### config.mk
export PLATFORM = sky130hd
export DESIGN_NAME = cfh_port
export DESIGN_NICKNAME = d
export VERILOG_FILES = /design/src/logic/cfh_pkg.sv /design/src/logic/cfh_sync.sv /design/src/logic/cfh_lane.sv /design/src/logic/cfh_port.sv
export VERILOG_INCLUDE_DIRS = /design/src /design/src/logic
export SDC_FILE = /design/constraint.sdc
export NUM_CORES = 1
export LEC_CHECK = 0
export ABC_AREA = 1
export BUFFER_PORTS_ARGS = -buffer_cell sky130_fd_sc_hd__buf_4
export CAP_MARGIN = 40
export CORE_ASPECT_RATIO = 1.75
export CORE_MARGIN = 10
export CORE_UTILIZATION = 50
export CTS_CLUSTER_SIZE = 8
export DETAILED_ROUTE_END_ITERATION = 16
export GPL_TIMING_DRIVEN = 0
export HOLD_SLACK_MARGIN = 0.1
export PLACE_DENSITY_LB_ADDON = 0.08
export SLEW_MARGIN = 20
export SYNTH_ARGS = -nofsm -noshare
export SYNTH_HDL_FRONTEND = slang
export SYNTH_SLANG_ARGS = --single-unit
### constraint.sdc
create_clock -name CLOCK -period 2.7 [get_ports CLOCK]
set_clock_uncertainty 0.15 [all_clocks]
set_input_delay 0 -clock CLOCK [delete_from_list [all_inputs] [get_ports CLOCK]]
set_output_delay 0 -clock CLOCK [all_outputs]
set_load 0.1 [all_outputs]
### src/logic/cfh_map.svh
// offsets, field positions, reset values and counts of the card port
//
// Operation
// - IDE mode decodes only A2..A0
// - I/O mode: status-change line flags ready changes
// - battery and speaker lines high; WP low
// - CE2 odd byte; CE1 even/odd by A0
// - CS0 task file; CS1 alternate status/control
// - grounded cable select means master, open slave
// - IDE task bytes low lane; data 16-bit
// - I/O mode: input acknowledge on selected reads
// - DMA request handshake; undriven when unselected
// - I/O read strobe gates data, not memory
// - I/O write latches on trailing edge
// - OE reads memory data; I/O: config only
// - ready/busy low until initialisation completes
// - I/O interrupt active low; IDE active high
// - REG high common, low attribute memory
// - DMA acknowledge ignored while no DMA
// - RESET high resets PC modes; low IDE
// - wait output never asserted
// - WE writes memory and config; IDE ignores
// - 16-bit port indicator low on word ports
// - level bit 0 pulse, 1 level interrupt
`ifndef CFH_MAP_SVH
`define CFH_MAP_SVH

`define CFH_COR_ADDR 11'h200
`define CFH_CCSR_ADDR 11'h202
`define CFH_COR_SRESET 7
`define CFH_COR_LEVREQ 6
`define CFH_COR_INDEX_MSB 5
`define CFH_COR_RESET 8'h00
`define CFH_CCSR_CHANGED 5
`define CFH_CCSR_SIGCHG 4
`define CFH_CIS_FILL 8'hFF
`define CFH_DATA_IDX 3'h0
`define CFH_DEVHEAD_IDX 3'h6
`define CFH_CMD_IDX 3'h7
`define CFH_ALT_IDX 3'h6
`define CFH_DEV_BIT 4
`define CFH_NIEN_BIT 1
`define CFH_CTL_IDLE 10'h3FE
`define CFH_BUS_IDLE 27'h0000000
`define CFH_INIT_CYCLES 16
`define CFH_IRQ_PULSE 4

`endif

### src/logic/cfh_pkg.sv
// types shared by the card port
package cfh_pkg;
   typedef enum logic [1:0] {CFH_MEM, CFH_IO, CFH_IDE} cfh_mode_t;
   typedef enum logic [1:0] {DMA_IDLE, DMA_REQ, DMA_GAP} cfh_dma_t;
endpackage

### src/logic/cfh_sync.sv
// three-stage pin synchroniser with agreement filter
module cfh_sync #(
   parameter int W = 8,
   parameter logic [W-1:0] INIT = '1
) (
   input wire logic clk,
   input wire logic srst,
   input wire logic ce,
   input wire logic [W-1:0] pin,
   output logic [W-1:0] q
);
   import cfh_pkg::*;
   genvar i;
   generate
      for (i = 0; i < W; i++) begin : g_bit
         logic s1;
         logic s2;
         logic s3;
         logic qb;
         always_ff @(posedge clk) begin
            if (srst) begin
               s1 <= INIT[i];
               s2 <= INIT[i];
               s3 <= INIT[i];
               qb <= INIT[i];
            end else if (ce) begin
               s1 <= pin[i];
               s2 <= s1;
               s3 <= s2;
               // change accepted once two stages agree
               if (s2 == s3) begin
                  qb <= s3;
               end
            end
         end
         assign q[i] = qb;
      end
   endgenerate
endmodule

### src/logic/cfh_lane.sv
// byte-lane steering from card enables and A2..A0
`include "cfh_map.svh"

module cfh_lane (
   input wire logic ide,
   input wire logic ce1_n,
   input wire logic ce2_n,
   input wire logic [2:0] a,
   output logic lo_en,
   output logic hi_en,
   output logic lo_odd,
   output logic [2:0] lo_idx,
   output logic [2:0] hi_idx
);
   import cfh_pkg::*;
   wire ide_one = ~ce1_n ^ ~ce2_n;
   wire ide_data = ~ce1_n & ce2_n & (a == `CFH_DATA_IDX);
   assign lo_odd = ~ide & ce2_n & a[0];
   assign lo_en = ide ? ide_one : ~ce1_n;
   assign hi_en = ide ? ide_data : ~ce2_n;
   assign lo_idx = ide ? a : {a[2:1], lo_odd};
   assign hi_idx = {a[2:1], 1'b1};
endmodule

### src/logic/cfh_port.sv
// host-facing pin logic of the removable flash card port
`include "cfh_map.svh"

module cfh_port #(
   parameter int INIT_CYCLES = `CFH_INIT_CYCLES,
   parameter int IRQ_PULSE = `CFH_IRQ_PULSE
) (
   input wire logic CLOCK,
   input wire logic SRST,
   input wire logic CE,
   input wire logic [10:0] A,
   input wire logic [15:0] D_IN,
   input wire logic CE1_N,
   input wire logic CE2_N,
   input wire logic OE_N,
   input wire logic WE_N,
   input wire logic IORD_N,
   input wire logic IOWR_N,
   input wire logic REG_N,
   input wire logic RESET,
   input wire logic CSEL_N,
   input wire logic DMACK_N,
   input wire logic CORE_BUSY,
   input wire logic CORE_IRQ,
   input wire logic CORE_DMA_REQ,
   input wire logic [15:0] DATA_RD,
   input wire logic [7:0] STATUS,
   output logic [15:0] D_OUT,
   output logic D_OE_LO,
   output logic D_OE_HI,
   output logic RDY_IRQ,
   output logic WIDTH16_N,
   output logic ACK_DMARQ,
   output logic ACK_DMARQ_OE,
   output logic WAIT_N,
   output logic CHG_N,
   output logic CHG_OE,
   output logic SPKR_N,
   output logic SPKR_OE,
   output logic [15:0] DATA_WR,
   output logic [1:0] DATA_WR_BE,
   output logic DATA_WR_STB,
   output logic DATA_RD_STB,
   output logic [7:0] CMD,
   output logic CMD_STB,
   output logic DMA_WORD_STB,
   output cfh_pkg::cfh_mode_t MODE,
   output logic IS_MASTER,
   output logic CARD_RESET
);
   import cfh_pkg::*;

   logic [9:0] ctl;
   logic [26:0] bus;
   logic ce1_n, ce2_n, oe_n, we_n, iord_n, iowr_n, reg_n;
   logic csel_n, dmack_n, rst_pin;
   logic [10:0] a;
   logic [15:0] d_in;
   logic we_q, iowr_q, iord_q;
   logic ide_mode, init_done, cor_srst, cor_lvl, nien;
   logic [5:0] cor_index;
   logic sigchg_en, changed, rdy_q, irq_q, data_rd_q;
   logic [15:0] init_cnt;
   logic [7:0] pulse_cnt;
   logic [7:0] tf [0:7];
   logic lo_en, hi_en, lo_odd;
   logic [2:0] lo_idx, hi_idx;
   cfh_dma_t dma_state, next_dma_state;

   cfh_sync #(.W(10), .INIT(`CFH_CTL_IDLE)) u_ctl_sync (
      .clk(CLOCK),
      .srst(SRST),
      .ce(CE),
      .pin({CE1_N, CE2_N, OE_N, WE_N, IORD_N, IOWR_N, REG_N, CSEL_N,
            DMACK_N, RESET}),
      .q(ctl)
   );
   cfh_sync #(.W(27), .INIT(`CFH_BUS_IDLE)) u_bus_sync (
      .clk(CLOCK),
      .srst(SRST),
      .ce(CE),
      .pin({A, D_IN}),
      .q(bus)
   );
   assign {ce1_n, ce2_n, oe_n, we_n, iord_n, iowr_n, reg_n} = ctl[9:3];
   assign {csel_n, dmack_n, rst_pin} = ctl[2:0];
   assign a = bus[26:16];
   assign d_in = bus[15:0];

   // strobe trailing edges
   wire we_rise = we_n & ~we_q;
   wire iowr_rise = iowr_n & ~iowr_q;
   wire iord_rise = iord_n & ~iord_q;

   // reset sources
   wire pin_rst = ide_mode ? ~rst_pin : rst_pin;
   wire hard_rst = SRST | pin_rst;
   wire card_rst = hard_rst | cor_srst;

   // interface mode
   wire is_ide = ide_mode;
   wire is_io = ~ide_mode & (cor_index != 6'h00);
   wire is_mem = ~ide_mode & (cor_index == 6'h00);
   wire cfh_mode_t mode_now = is_ide ? CFH_IDE : is_io ? CFH_IO : CFH_MEM;

   cfh_lane u_lane (
      .ide(is_ide),
      .ce1_n(ce1_n),
      .ce2_n(ce2_n),
      .a(a[2:0]),
      .lo_en(lo_en),
      .hi_en(hi_en),
      .lo_odd(lo_odd),
      .lo_idx(lo_idx),
      .hi_idx(hi_idx)
   );

   // address decode
   wire ce_any = ~ce1_n | ~ce2_n;
   wire ide_tf = ~ce1_n & ce2_n;
   wire ide_alt = ce1_n & ~ce2_n & (a[2:0] == `CFH_ALT_IDX);
   wire [10:0] attr_a = {a[10:1], 1'b0};
   wire cor_hit = attr_a == `CFH_COR_ADDR;
   wire ccsr_hit = attr_a == `CFH_CCSR_ADDR;
   wire data_acc = lo_en & (lo_idx == `CFH_DATA_IDX);
   wire dev_sel = tf[`CFH_DEVHEAD_IDX][`CFH_DEV_BIT] ^ IS_MASTER;

   // access qualification
   wire attr_rd = ~is_ide & ~reg_n & ~oe_n & ce_any;
   wire attr_wr = ~is_ide & ~reg_n & we_rise & lo_en & ~lo_odd;
   wire mem_rd = is_mem & reg_n & ~oe_n & ce_any;
   wire mem_wr = is_mem & reg_n & we_rise & ce_any;
   wire io_rd = is_io & ~reg_n & ~iord_n & ce_any;
   wire io_wr = is_io & ~reg_n & iowr_rise & ce_any;
   wire ide_rd = is_ide & ~iord_n & dmack_n;
   wire ide_wr = is_ide & iowr_rise & dmack_n;
   wire tf_rd = mem_rd | io_rd | (ide_rd & ide_tf);
   wire tf_wr = mem_wr | io_wr | (ide_wr & ide_tf);
   wire alt_rd = ide_rd & ide_alt;
   wire devctl_wr = ide_wr & ide_alt;
   wire cor_wr = attr_wr & cor_hit;
   wire ccsr_wr = attr_wr & ccsr_hit;

   // dma transfers, ignored outside an active request
   wire dma_live = dma_state != DMA_IDLE;
   wire dma_word = (dma_state == DMA_REQ) & ~dmack_n &
      (iord_rise | iowr_rise);
   wire dma_rd = dma_live & ~dmack_n & ~iord_n;

   // read data selection
   wire [7:0] lo_tf = (lo_idx == `CFH_CMD_IDX) ? STATUS : tf[lo_idx];
   wire [7:0] hi_tf = (hi_idx == `CFH_CMD_IDX) ? STATUS : tf[hi_idx];
   wire [7:0] lo_byte = data_acc ? DATA_RD[7:0] : lo_tf;
   wire [7:0] hi_byte = data_acc ? DATA_RD[15:8] : hi_tf;
   wire [7:0] ccsr_byte = (8'(changed) << `CFH_CCSR_CHANGED) |
      (8'(sigchg_en) << `CFH_CCSR_SIGCHG);
   wire [7:0] cor_byte = {cor_srst, cor_lvl, cor_index};
   wire [7:0] attr_byte = cor_hit ? cor_byte :
      ccsr_hit ? ccsr_byte : `CFH_CIS_FILL;
   wire [7:0] next_d_lo = dma_rd ? DATA_RD[7:0] :
      attr_rd ? attr_byte : alt_rd ? STATUS : lo_byte;
   wire [7:0] next_d_hi = dma_rd ? DATA_RD[15:8] :
      attr_rd ? `CFH_CIS_FILL : hi_byte;
   wire [15:0] next_d_out = {next_d_hi, next_d_lo};
   wire next_oe_lo = ((tf_rd | attr_rd) & lo_en) | alt_rd | dma_rd;
   wire next_oe_hi = ((tf_rd | attr_rd) & hi_en) | dma_rd;

   // write path
   wire [7:0] d_lo = d_in[7:0];
   wire [7:0] d_hi = d_in[15:8];
   wire cmd_lo = lo_en & (lo_idx == `CFH_CMD_IDX);
   wire cmd_hi = hi_en & (hi_idx == `CFH_CMD_IDX);
   wire next_cmd_stb = tf_wr & ~data_acc & (cmd_lo | cmd_hi);
   wire [7:0] next_cmd = cmd_lo ? d_lo : d_hi;
   wire next_wr_stb = (tf_wr & data_acc) | (dma_word & iowr_rise);
   wire [1:0] next_wr_be = dma_word ? 2'h3 : {hi_en, lo_en};
   wire data_rd_now = (tf_rd & data_acc) | dma_rd;
   wire next_rd_stb = data_rd_q & ~data_rd_now;

   // pin 37, 24, 43, 46, 45 levels
   wire ready = init_done & ~CORE_BUSY;
   wire io_irq = cor_lvl ? CORE_IRQ : (pulse_cnt != 8'h00);
   wire next_rdy_irq = is_ide ? (CORE_IRQ & ~nien) :
      is_io ? ~io_irq : ready;
   wire io_w16 = ce_any & ~reg_n &
      ((a[2:0] == `CFH_DATA_IDX) | (ce1_n & ~ce2_n));
   wire ide_w16 = ide_tf & (a[2:0] == `CFH_DATA_IDX) & dev_sel;
   wire next_w16_n = is_ide ? ~ide_w16 : is_io ? ~io_w16 : ~init_done;
   wire next_p43 = is_ide ? (dma_state == DMA_REQ) : ~io_rd;
   wire next_p43_oe = ~is_ide | dev_sel;
   wire next_chg_n = ~(is_io & sigchg_en & changed);

   always_ff @(posedge CLOCK) begin
      if (SRST) begin
         we_q <= 1'b1;
         iowr_q <= 1'b1;
         iord_q <= 1'b1;
      end else if (CE) begin
         we_q <= we_n;
         iowr_q <= iowr_n;
         iord_q <= iord_n;
      end
   end

   // mode and master/slave follow the pins until initialisation ends
   always_ff @(posedge CLOCK) begin
      if (SRST) begin
         ide_mode <= 1'b0;
         IS_MASTER <= 1'b0;
      end else if (CE && !init_done) begin
         ide_mode <= ~oe_n;
         IS_MASTER <= ~csel_n;
      end
   end

   always_ff @(posedge CLOCK) begin
      if (card_rst) begin
         init_cnt <= 16'h0000;
         init_done <= 1'b0;
      end else if (CE && !init_done) begin
         init_cnt <= init_cnt + 16'h0001;
         init_done <= init_cnt == 16'(INIT_CYCLES - 1);
      end
   end

   // soft reset bit survives its own reset
   always_ff @(posedge CLOCK) begin
      if (hard_rst) begin
         cor_srst <= 1'b0;
      end else if (CE && cor_wr) begin
         cor_srst <= d_lo[`CFH_COR_SRESET];
      end
   end

   always_ff @(posedge CLOCK) begin
      if (card_rst) begin
         {cor_lvl, cor_index} <= 7'(`CFH_COR_RESET);
         sigchg_en <= 1'b0;
         nien <= 1'b0;
      end else if (CE) begin
         if (cor_wr) begin
            cor_lvl <= d_lo[`CFH_COR_LEVREQ];
            cor_index <= d_lo[`CFH_COR_INDEX_MSB:0];
         end
         if (ccsr_wr) begin
            sigchg_en <= d_lo[`CFH_CCSR_SIGCHG];
         end
         if (devctl_wr) begin
            nien <= d_lo[`CFH_NIEN_BIT];
         end
      end
   end

   // status change: a new ready edge wins over a clear
   always_ff @(posedge CLOCK) begin
      if (card_rst) begin
         changed <= 1'b0;
         rdy_q <= 1'b0;
         irq_q <= 1'b0;
         pulse_cnt <= 8'h00;
      end else if (CE) begin
         rdy_q <= ready;
         irq_q <= CORE_IRQ;
         if (is_io && (ready != rdy_q)) begin
            changed <= 1'b1;
         end else if (ccsr_wr && d_lo[`CFH_CCSR_CHANGED]) begin
            changed <= 1'b0;
         end
         if (is_io && !cor_lvl && CORE_IRQ && !irq_q) begin
            pulse_cnt <= 8'(IRQ_PULSE);
         end else if (pulse_cnt != 8'h00) begin
            pulse_cnt <= pulse_cnt - 8'h01;
         end
      end
   end

   genvar i;
   generate
      for (i = 0; i < 8; i++) begin : g_tf
         wire hit_lo = lo_en & (lo_idx == 3'(i));
         wire hit_hi = hi_en & (hi_idx == 3'(i));
         always_ff @(posedge CLOCK) begin
            if (card_rst) begin
               tf[i] <= 8'h00;
            end else if (CE && tf_wr && !data_acc) begin
               if (hit_lo) begin
                  tf[i] <= d_lo;
               end else if (hit_hi) begin
                  tf[i] <= d_hi;
               end
            end
         end
      end
   endgenerate

   always_comb begin
      next_dma_state = dma_state;
      unique case (dma_state)
         DMA_IDLE: begin
            if (is_ide && init_done && CORE_DMA_REQ && dev_sel) begin
               next_dma_state = DMA_REQ;
            end
         end
         DMA_REQ: begin
            if (dma_word) begin
               next_dma_state = DMA_GAP;
            end else if (!CORE_DMA_REQ && dmack_n) begin
               next_dma_state = DMA_IDLE;
            end
         end
         DMA_GAP: begin
            next_dma_state = CORE_DMA_REQ ? DMA_REQ : DMA_IDLE;
         end
         default: begin
            next_dma_state = DMA_IDLE;
         end
      endcase
   end

   always_ff @(posedge CLOCK) begin
      if (card_rst) begin
         dma_state <= DMA_IDLE;
      end else if (CE) begin
         dma_state <= next_dma_state;
      end
   end

   always_ff @(posedge CLOCK) begin
      if (SRST) begin
         D_OUT <= 16'h0000;
         D_OE_LO <= 1'b0;
         D_OE_HI <= 1'b0;
         RDY_IRQ <= 1'b0;
         WIDTH16_N <= 1'b1;
         ACK_DMARQ <= 1'b1;
         ACK_DMARQ_OE <= 1'b1;
         CHG_N <= 1'b1;
         CHG_OE <= 1'b1;
         SPKR_OE <= 1'b1;
         DATA_WR <= 16'h0000;
         DATA_WR_BE <= 2'h0;
         DATA_WR_STB <= 1'b0;
         DATA_RD_STB <= 1'b0;
         data_rd_q <= 1'b0;
         CMD <= 8'h00;
         CMD_STB <= 1'b0;
         DMA_WORD_STB <= 1'b0;
         MODE <= CFH_MEM;
         CARD_RESET <= 1'b1;
      end else if (CE) begin
         D_OUT <= next_d_out;
         D_OE_LO <= next_oe_lo;
         D_OE_HI <= next_oe_hi;
         RDY_IRQ <= next_rdy_irq;
         WIDTH16_N <= next_w16_n;
         ACK_DMARQ <= next_p43;
         ACK_DMARQ_OE <= next_p43_oe;
         CHG_N <= next_chg_n;
         CHG_OE <= ~is_ide;
         SPKR_OE <= ~is_ide;
         DATA_WR <= next_wr_stb ? d_in : DATA_WR;
         DATA_WR_BE <= next_wr_stb ? next_wr_be : DATA_WR_BE;
         DATA_WR_STB <= next_wr_stb;
         DATA_RD_STB <= next_rd_stb;
         data_rd_q <= data_rd_now;
         CMD <= next_cmd_stb ? next_cmd : CMD;
         CMD_STB <= next_cmd_stb;
         DMA_WORD_STB <= dma_word;
         MODE <= mode_now;
         CARD_RESET <= card_rst;
      end
   end

   // no battery, no audio, never a wait state
   always_ff @(posedge CLOCK) begin
      WAIT_N <= 1'b1;
      SPKR_N <= 1'b1;
   end
endmodule

==> results.md <==
- The half-perimeter wire length after placement is about 36000 µm.
- The post-detailed-placement cell area is around 15000 µm².
- The total area inside the core boundary comes to 27200 µm².
- At the worst endpoint, the required time is 2.79 ns.
- TritonCTS built the clock tree.
- The die covers approximately 35000 µm².
- The via density per instance is 5.48.
- The portion of synthesized cell area occupied by the leading cell type is 0.364.
- The cell area after layout is 17400 µm².
- The most frequent cell after synthesis is sky130_fd_sc_hd__nand2_1.
- Relative to the synthesized area, the layout overhead comes to 26.3%.
- No sink is reached through more buffers than the 3 on the longest clock path.
- The combinational share of power is 0.136.
- The cell at the slowest stage of the critical path is sky130_fd_sc_hd__dfxtp_1.
- The prevailing post-synth register cell is sky130_fd_sc_hd__dfxtp_1.
- The count of different cell masters after synthesis is 52.
- The kind of end point of the critical path is a flip-flop.
- The initial antenna violation count is 0.
- The number of synthesized flops with an enable pin is 56.
- In this design, the critical path's most frequently occurring cell is sky130_fd_sc_hd__nand2_1.
- The starting utilization of the core area is 0.507.
- The share of the clock period used by the worst path after layout is 0.967.
- The met3 track demand over resource in global routing is 0.0421.
- After the first detailed-routing iteration, the DRC count stood at 963.
- The final layout contains routed wiring with a total length of 48100 µm.
- For this run, design rule violations remaining after detail routing come to 0.
- Of the cells placed in the final design, the portion with a size suffix greater than 1 is 0.127.
- In this run, synthesis produced a sequential element count of roughly 310.
- TritonCTS created 44 clock buffers.
- The worst-case IR drop observed on VDD is about 0.67 mV.
- The total power of the final layout is 11.5 mW.
- For this design the total switching power over the nets is 3.12 mW.
- From bottom edge to top edge, the die measures around 240 µm.
- The analysis attributes to cell leakage a power of 7.47 nW.
- The clock network power share is 0.424.
- The smallest hold slack is 0.107 ns.
- The number of nets in the layout is around 2200.
- The number of maximum-capacitance violations is 0.
- The worst register-to-register path has a depth of 11.
- The internal power of the cells totals between 8 and 9 mW.
- The count of final max-slew check failures is 0.
- The met1 routing resource usage after global routing is 0.287.
- A synthesized cell averages 7.61 µm².
- The worst setup path is launched from a flip-flop.
- Of all nets on the critical path, the largest fanout is 9.
- At the end of routability-driven placement, the weighted congestion stood at 1.00.
- Traced cell by cell, the critical path runs through inv_1 > ha_1 > nand2_1 > nand2_1 > nor2_1 > nand2_2 > nand3_1 > nor2_4 > nand3_2 > o211ai_1 > buf_4.
- The first detailed-routing pass ran for 6 iterations.
- The launch point of the worst hold path is D_IN[13].
- Ranked by instance count, the synthesized netlist is headed by 352 x sky130_fd_sc_hd__nand2_1, 283 x sky130_fd_sc_hd__nor2_1, 251 x sky130_fd_sc_hd__dfxtp_1.
- Entering global routing, the biggest net connects 18 pins.
- The clock latency on the worst-skew pair is between 0.5 and 0.6 ns.
- For the final routed database, the setup TNS stands at 0 ns.
- For this run, the share of the core covered by cells in the final layout is 0.640.
- The worst register-to-register path begins at u_ctl_sync.g_bit[9].qb$_SDFFE_PP1P_.
- The most area-hungry cell type in the Yosys netlist is sky130_fd_sc_hd__dfxtp_1.
- The worst-case hold path end point is u_bus_sync.g_bit[13].s1$_SDFFE_PP0P_.
- The power density of the placed cells is 663 nW/µm².
- The minimum period implied by the final worst setup slack is 2.61 ns.
- The setup check on the worst reg-to-reg path leaves a slack of a little under 0.09 ns.
- The cell family contributing the most delay on the critical path is simple AND/OR/NAND/NOR gates.
- The final antenna-violating net count is 0.
- Setup repair after global routing left no endpoint under its margin.
- The number of placed I/O pins is 128.
- Dividing the detail-routed wire length by the instance count gives 19.4 µm.
- For this run, the top clock speed supported by timing is 0.383 GHz.
- The worst hold-check path type is input pin to flip-flop.
- The root buffer cell chosen for the clock tree is sky130_fd_sc_hd__clkbuf_16.
- The delay of the slowest critical-path stage is between 0.4 and 0.5 ns.
- Of the total power, the share spent switching nets is 0.270.
- The register clock-pin slew on the reported worst setup and hold paths is 0.05 ns.
- The run finished with clean final reports.
- The critical path in this run is classified as flip-flop to flip-flop.
- In the global route stage, met2 resource usage came out at 0.492.
- The number of antenna diodes in the final layout is 0.
- The number of buffer cells added on primary ports is 124.
- For this run, the number of Yosys warnings is 0.
- Measured against its own limit, the worst slew margin works out to 0.406.
- The H-tree was split into 2 levels.
- The global routing stage identified its most utilized layer as met2.
- Ranked by total cell area, the synthesized netlist is headed by sky130_fd_sc_hd__dfxtp_1 36%, sky130_fd_sc_hd__edfxtp_1 12%, sky130_fd_sc_hd__nand2_1 9.6%.
- The share of total power dissipated in sequential elements is 0.440.
- The die is 146 µm wide.
- The reg-to-reg critical path endpoint is tf[5][6]$_DFFE_PP_.
- The cell count after synthesis came out at 1815.
- The global-route wire length before repair is ~73000 µm.
- CTS saw 307 sinks.
- The number of stages on the worst hold path is 4.
- The final hold violation count is 0.
- The final setup violation count is 0.
- The post-synth design cell area is 13800 µm².
- For the worst setup path, the data arrival time is 2.70 ns.
- The total overflow left after global routing is 0.
- In the synthesized netlist the async set-or-reset flop fraction comes to 0.
- The total routing resource utilization after global routing is 0.266.
- At the pin with the least slew margin, the transition time is 0.891 ns.
- The register area share after synthesis is 0.486.
- The critical path contains buffers and inverters numbering 2 combined.
- The number of global-route vias before repair is 13200.
- The standard-cell row count is 80.
- The via count of the routed design is between 10000 and 15000.
area by class of cell:
class / count / area [µm²]
plain buffers: 101 / 479
clock buffers: 54 / 1160
clock inverters: 3 / 25.0
fillers: 2497 / 9800
inverters: 144 / 546
multi-input cells: 1271 / 6110
flip-flops and latches: 307 / 6710
well taps: 369 / 462
repair buffers: 225 / 1940
registers in the layout (all words and copies together), names as in the netlist, 16 cells and up:
signal               cells
tf                      56
u_bus_sync.g_bit.qb     27
u_bus_sync.g_bit.s1     27
u_bus_sync.g_bit.s2     27
u_bus_sync.g_bit.s3     27
DATA_WR                 16
D_OUT                   16
init_cnt                16
worst max-delay path by stage:
stage / slack, ns / start / depth (start not counted) / to
global placement: -0.08 / u_bus_sync.g_bit[18].qb$_SDFFE_PP0P_ / 6 / tf[5][1]$_DFFE_PP_
global route: 0.0004 / u_ctl_sync.g_bit[9].qb$_SDFFE_PP1P_ / 11 / tf[5][6]$_DFFE_PP_
floorplan: 0.44 / u_ctl_sync.g_bit[9].qb$_SDFFE_PP1P_ / 10 / tf[5][0]$_DFFE_PP_
finish: 0.09 / u_ctl_sync.g_bit[9].qb$_SDFFE_PP1P_ / 11 / tf[5][6]$_DFFE_PP_
detailed placement: -0.03 / u_ctl_sync.g_bit[8].qb$_SDFFE_PP1P_ / 9 / tf[5][1]$_DFFE_PP_
CTS: 0.10 / u_ctl_sync.g_bit[8].qb$_SDFFE_PP1P_ / 10 / tf[5][6]$_DFFE_PP_
timing repair:
item / in CTS / in global routing
hold endpoints to repair: 120 / 0
buffers inserted: 1 / 0
pin swaps: 1 / 0
setup endpoints to repair: 8 / 8
hold buffers: 100 / 0
resized for setup: 0 / 2
per-stage QoR:
stage	setup slack, ns	std cells
final	0.0893	2474
after global routing	0.000354	2474
after CTS	0.104	2474
after detailed placement	-0.0345	2316
after global placement	-0.0806	2316
after floorplan	0.437	1823
cell families (layout without fill, tap and decap cells):
family                   Yosys count  in the layout  synth area share
AO/OA/AOI/OAI                    402            402             0.159
flip-flops                       307            307             0.486
other                              2             10          0.000544
adder cells (fa/ha/maj)            6              6           0.00544
AND/OR/NAND/NOR                  844            844             0.269
buffers and inverters            245            527            0.0741
XOR/XNOR                           9              9           0.00571
power groups by stage:
stage | logic [mW] | clock network, mW | registers, mW
4_1_cts | 1.56 | 4.94 | 5.08
5_1_grt | 1.73 | 5.11 | 5.10
3_5_place_dp | 1.44 | 0 | 5.17
3_3_place_gp | 1.43 | 0 | 5.16
2_1_floorplan | 0.835 | 0 | 5.31
6_report | 1.57 | 4.89 | 5.08
routing by layer:
| layer | vias up | share of wire |
|---|---|---|
| met5 | - | 0 |
| met4 | 0 | 0.046 |
| met3 | 128 | 0.056 |
| met2 | 510 | 0.52 |
| met1 | 6351 | 0.38 |
| li1 | 6565 | - |
cell usage in the layout, fill, tap and decap left out, drive strengths merged, types with 2 or more instances in the layout:
master / Yosys / final
o2111ai: 4 / 4
a31oi: 3 / 3
o211ai: 25 / 25
nor3b: 6 / 6
nor2: 296 / 296
nand4: 37 / 37
dlygate4sd3: 0 / 100
nand2: 365 / 365
xor2: 5 / 5
a211oi: 2 / 2
nand3: 105 / 105
dfxtp: 251 / 251
ha: 6 / 6
edfxtp: 56 / 56
o22ai: 2 / 2
buf: 40 / 165
clkbuf: 61 / 115
a221oi: 3 / 3
nand3b: 5 / 5
o21bai: 14 / 14
xnor2: 4 / 4
o21ai: 218 / 218
nor4: 7 / 7
nor3: 19 / 19
inv: 144 / 146
a21oi: 125 / 125
conb: 2 / 10
or2: 4 / 4
tightest hold or removal path, cell delays in order:
cell,delay (ns)
sky130_fd_sc_hd__dlygate4sd3_1,0.53
sky130_fd_sc_hd__buf_4,0.10
sky130_fd_sc_hd__nor2_1,0.03
sky130_fd_sc_hd__nor2_1,0.09
No activity file was read; power rests on OpenSTA's default activity.
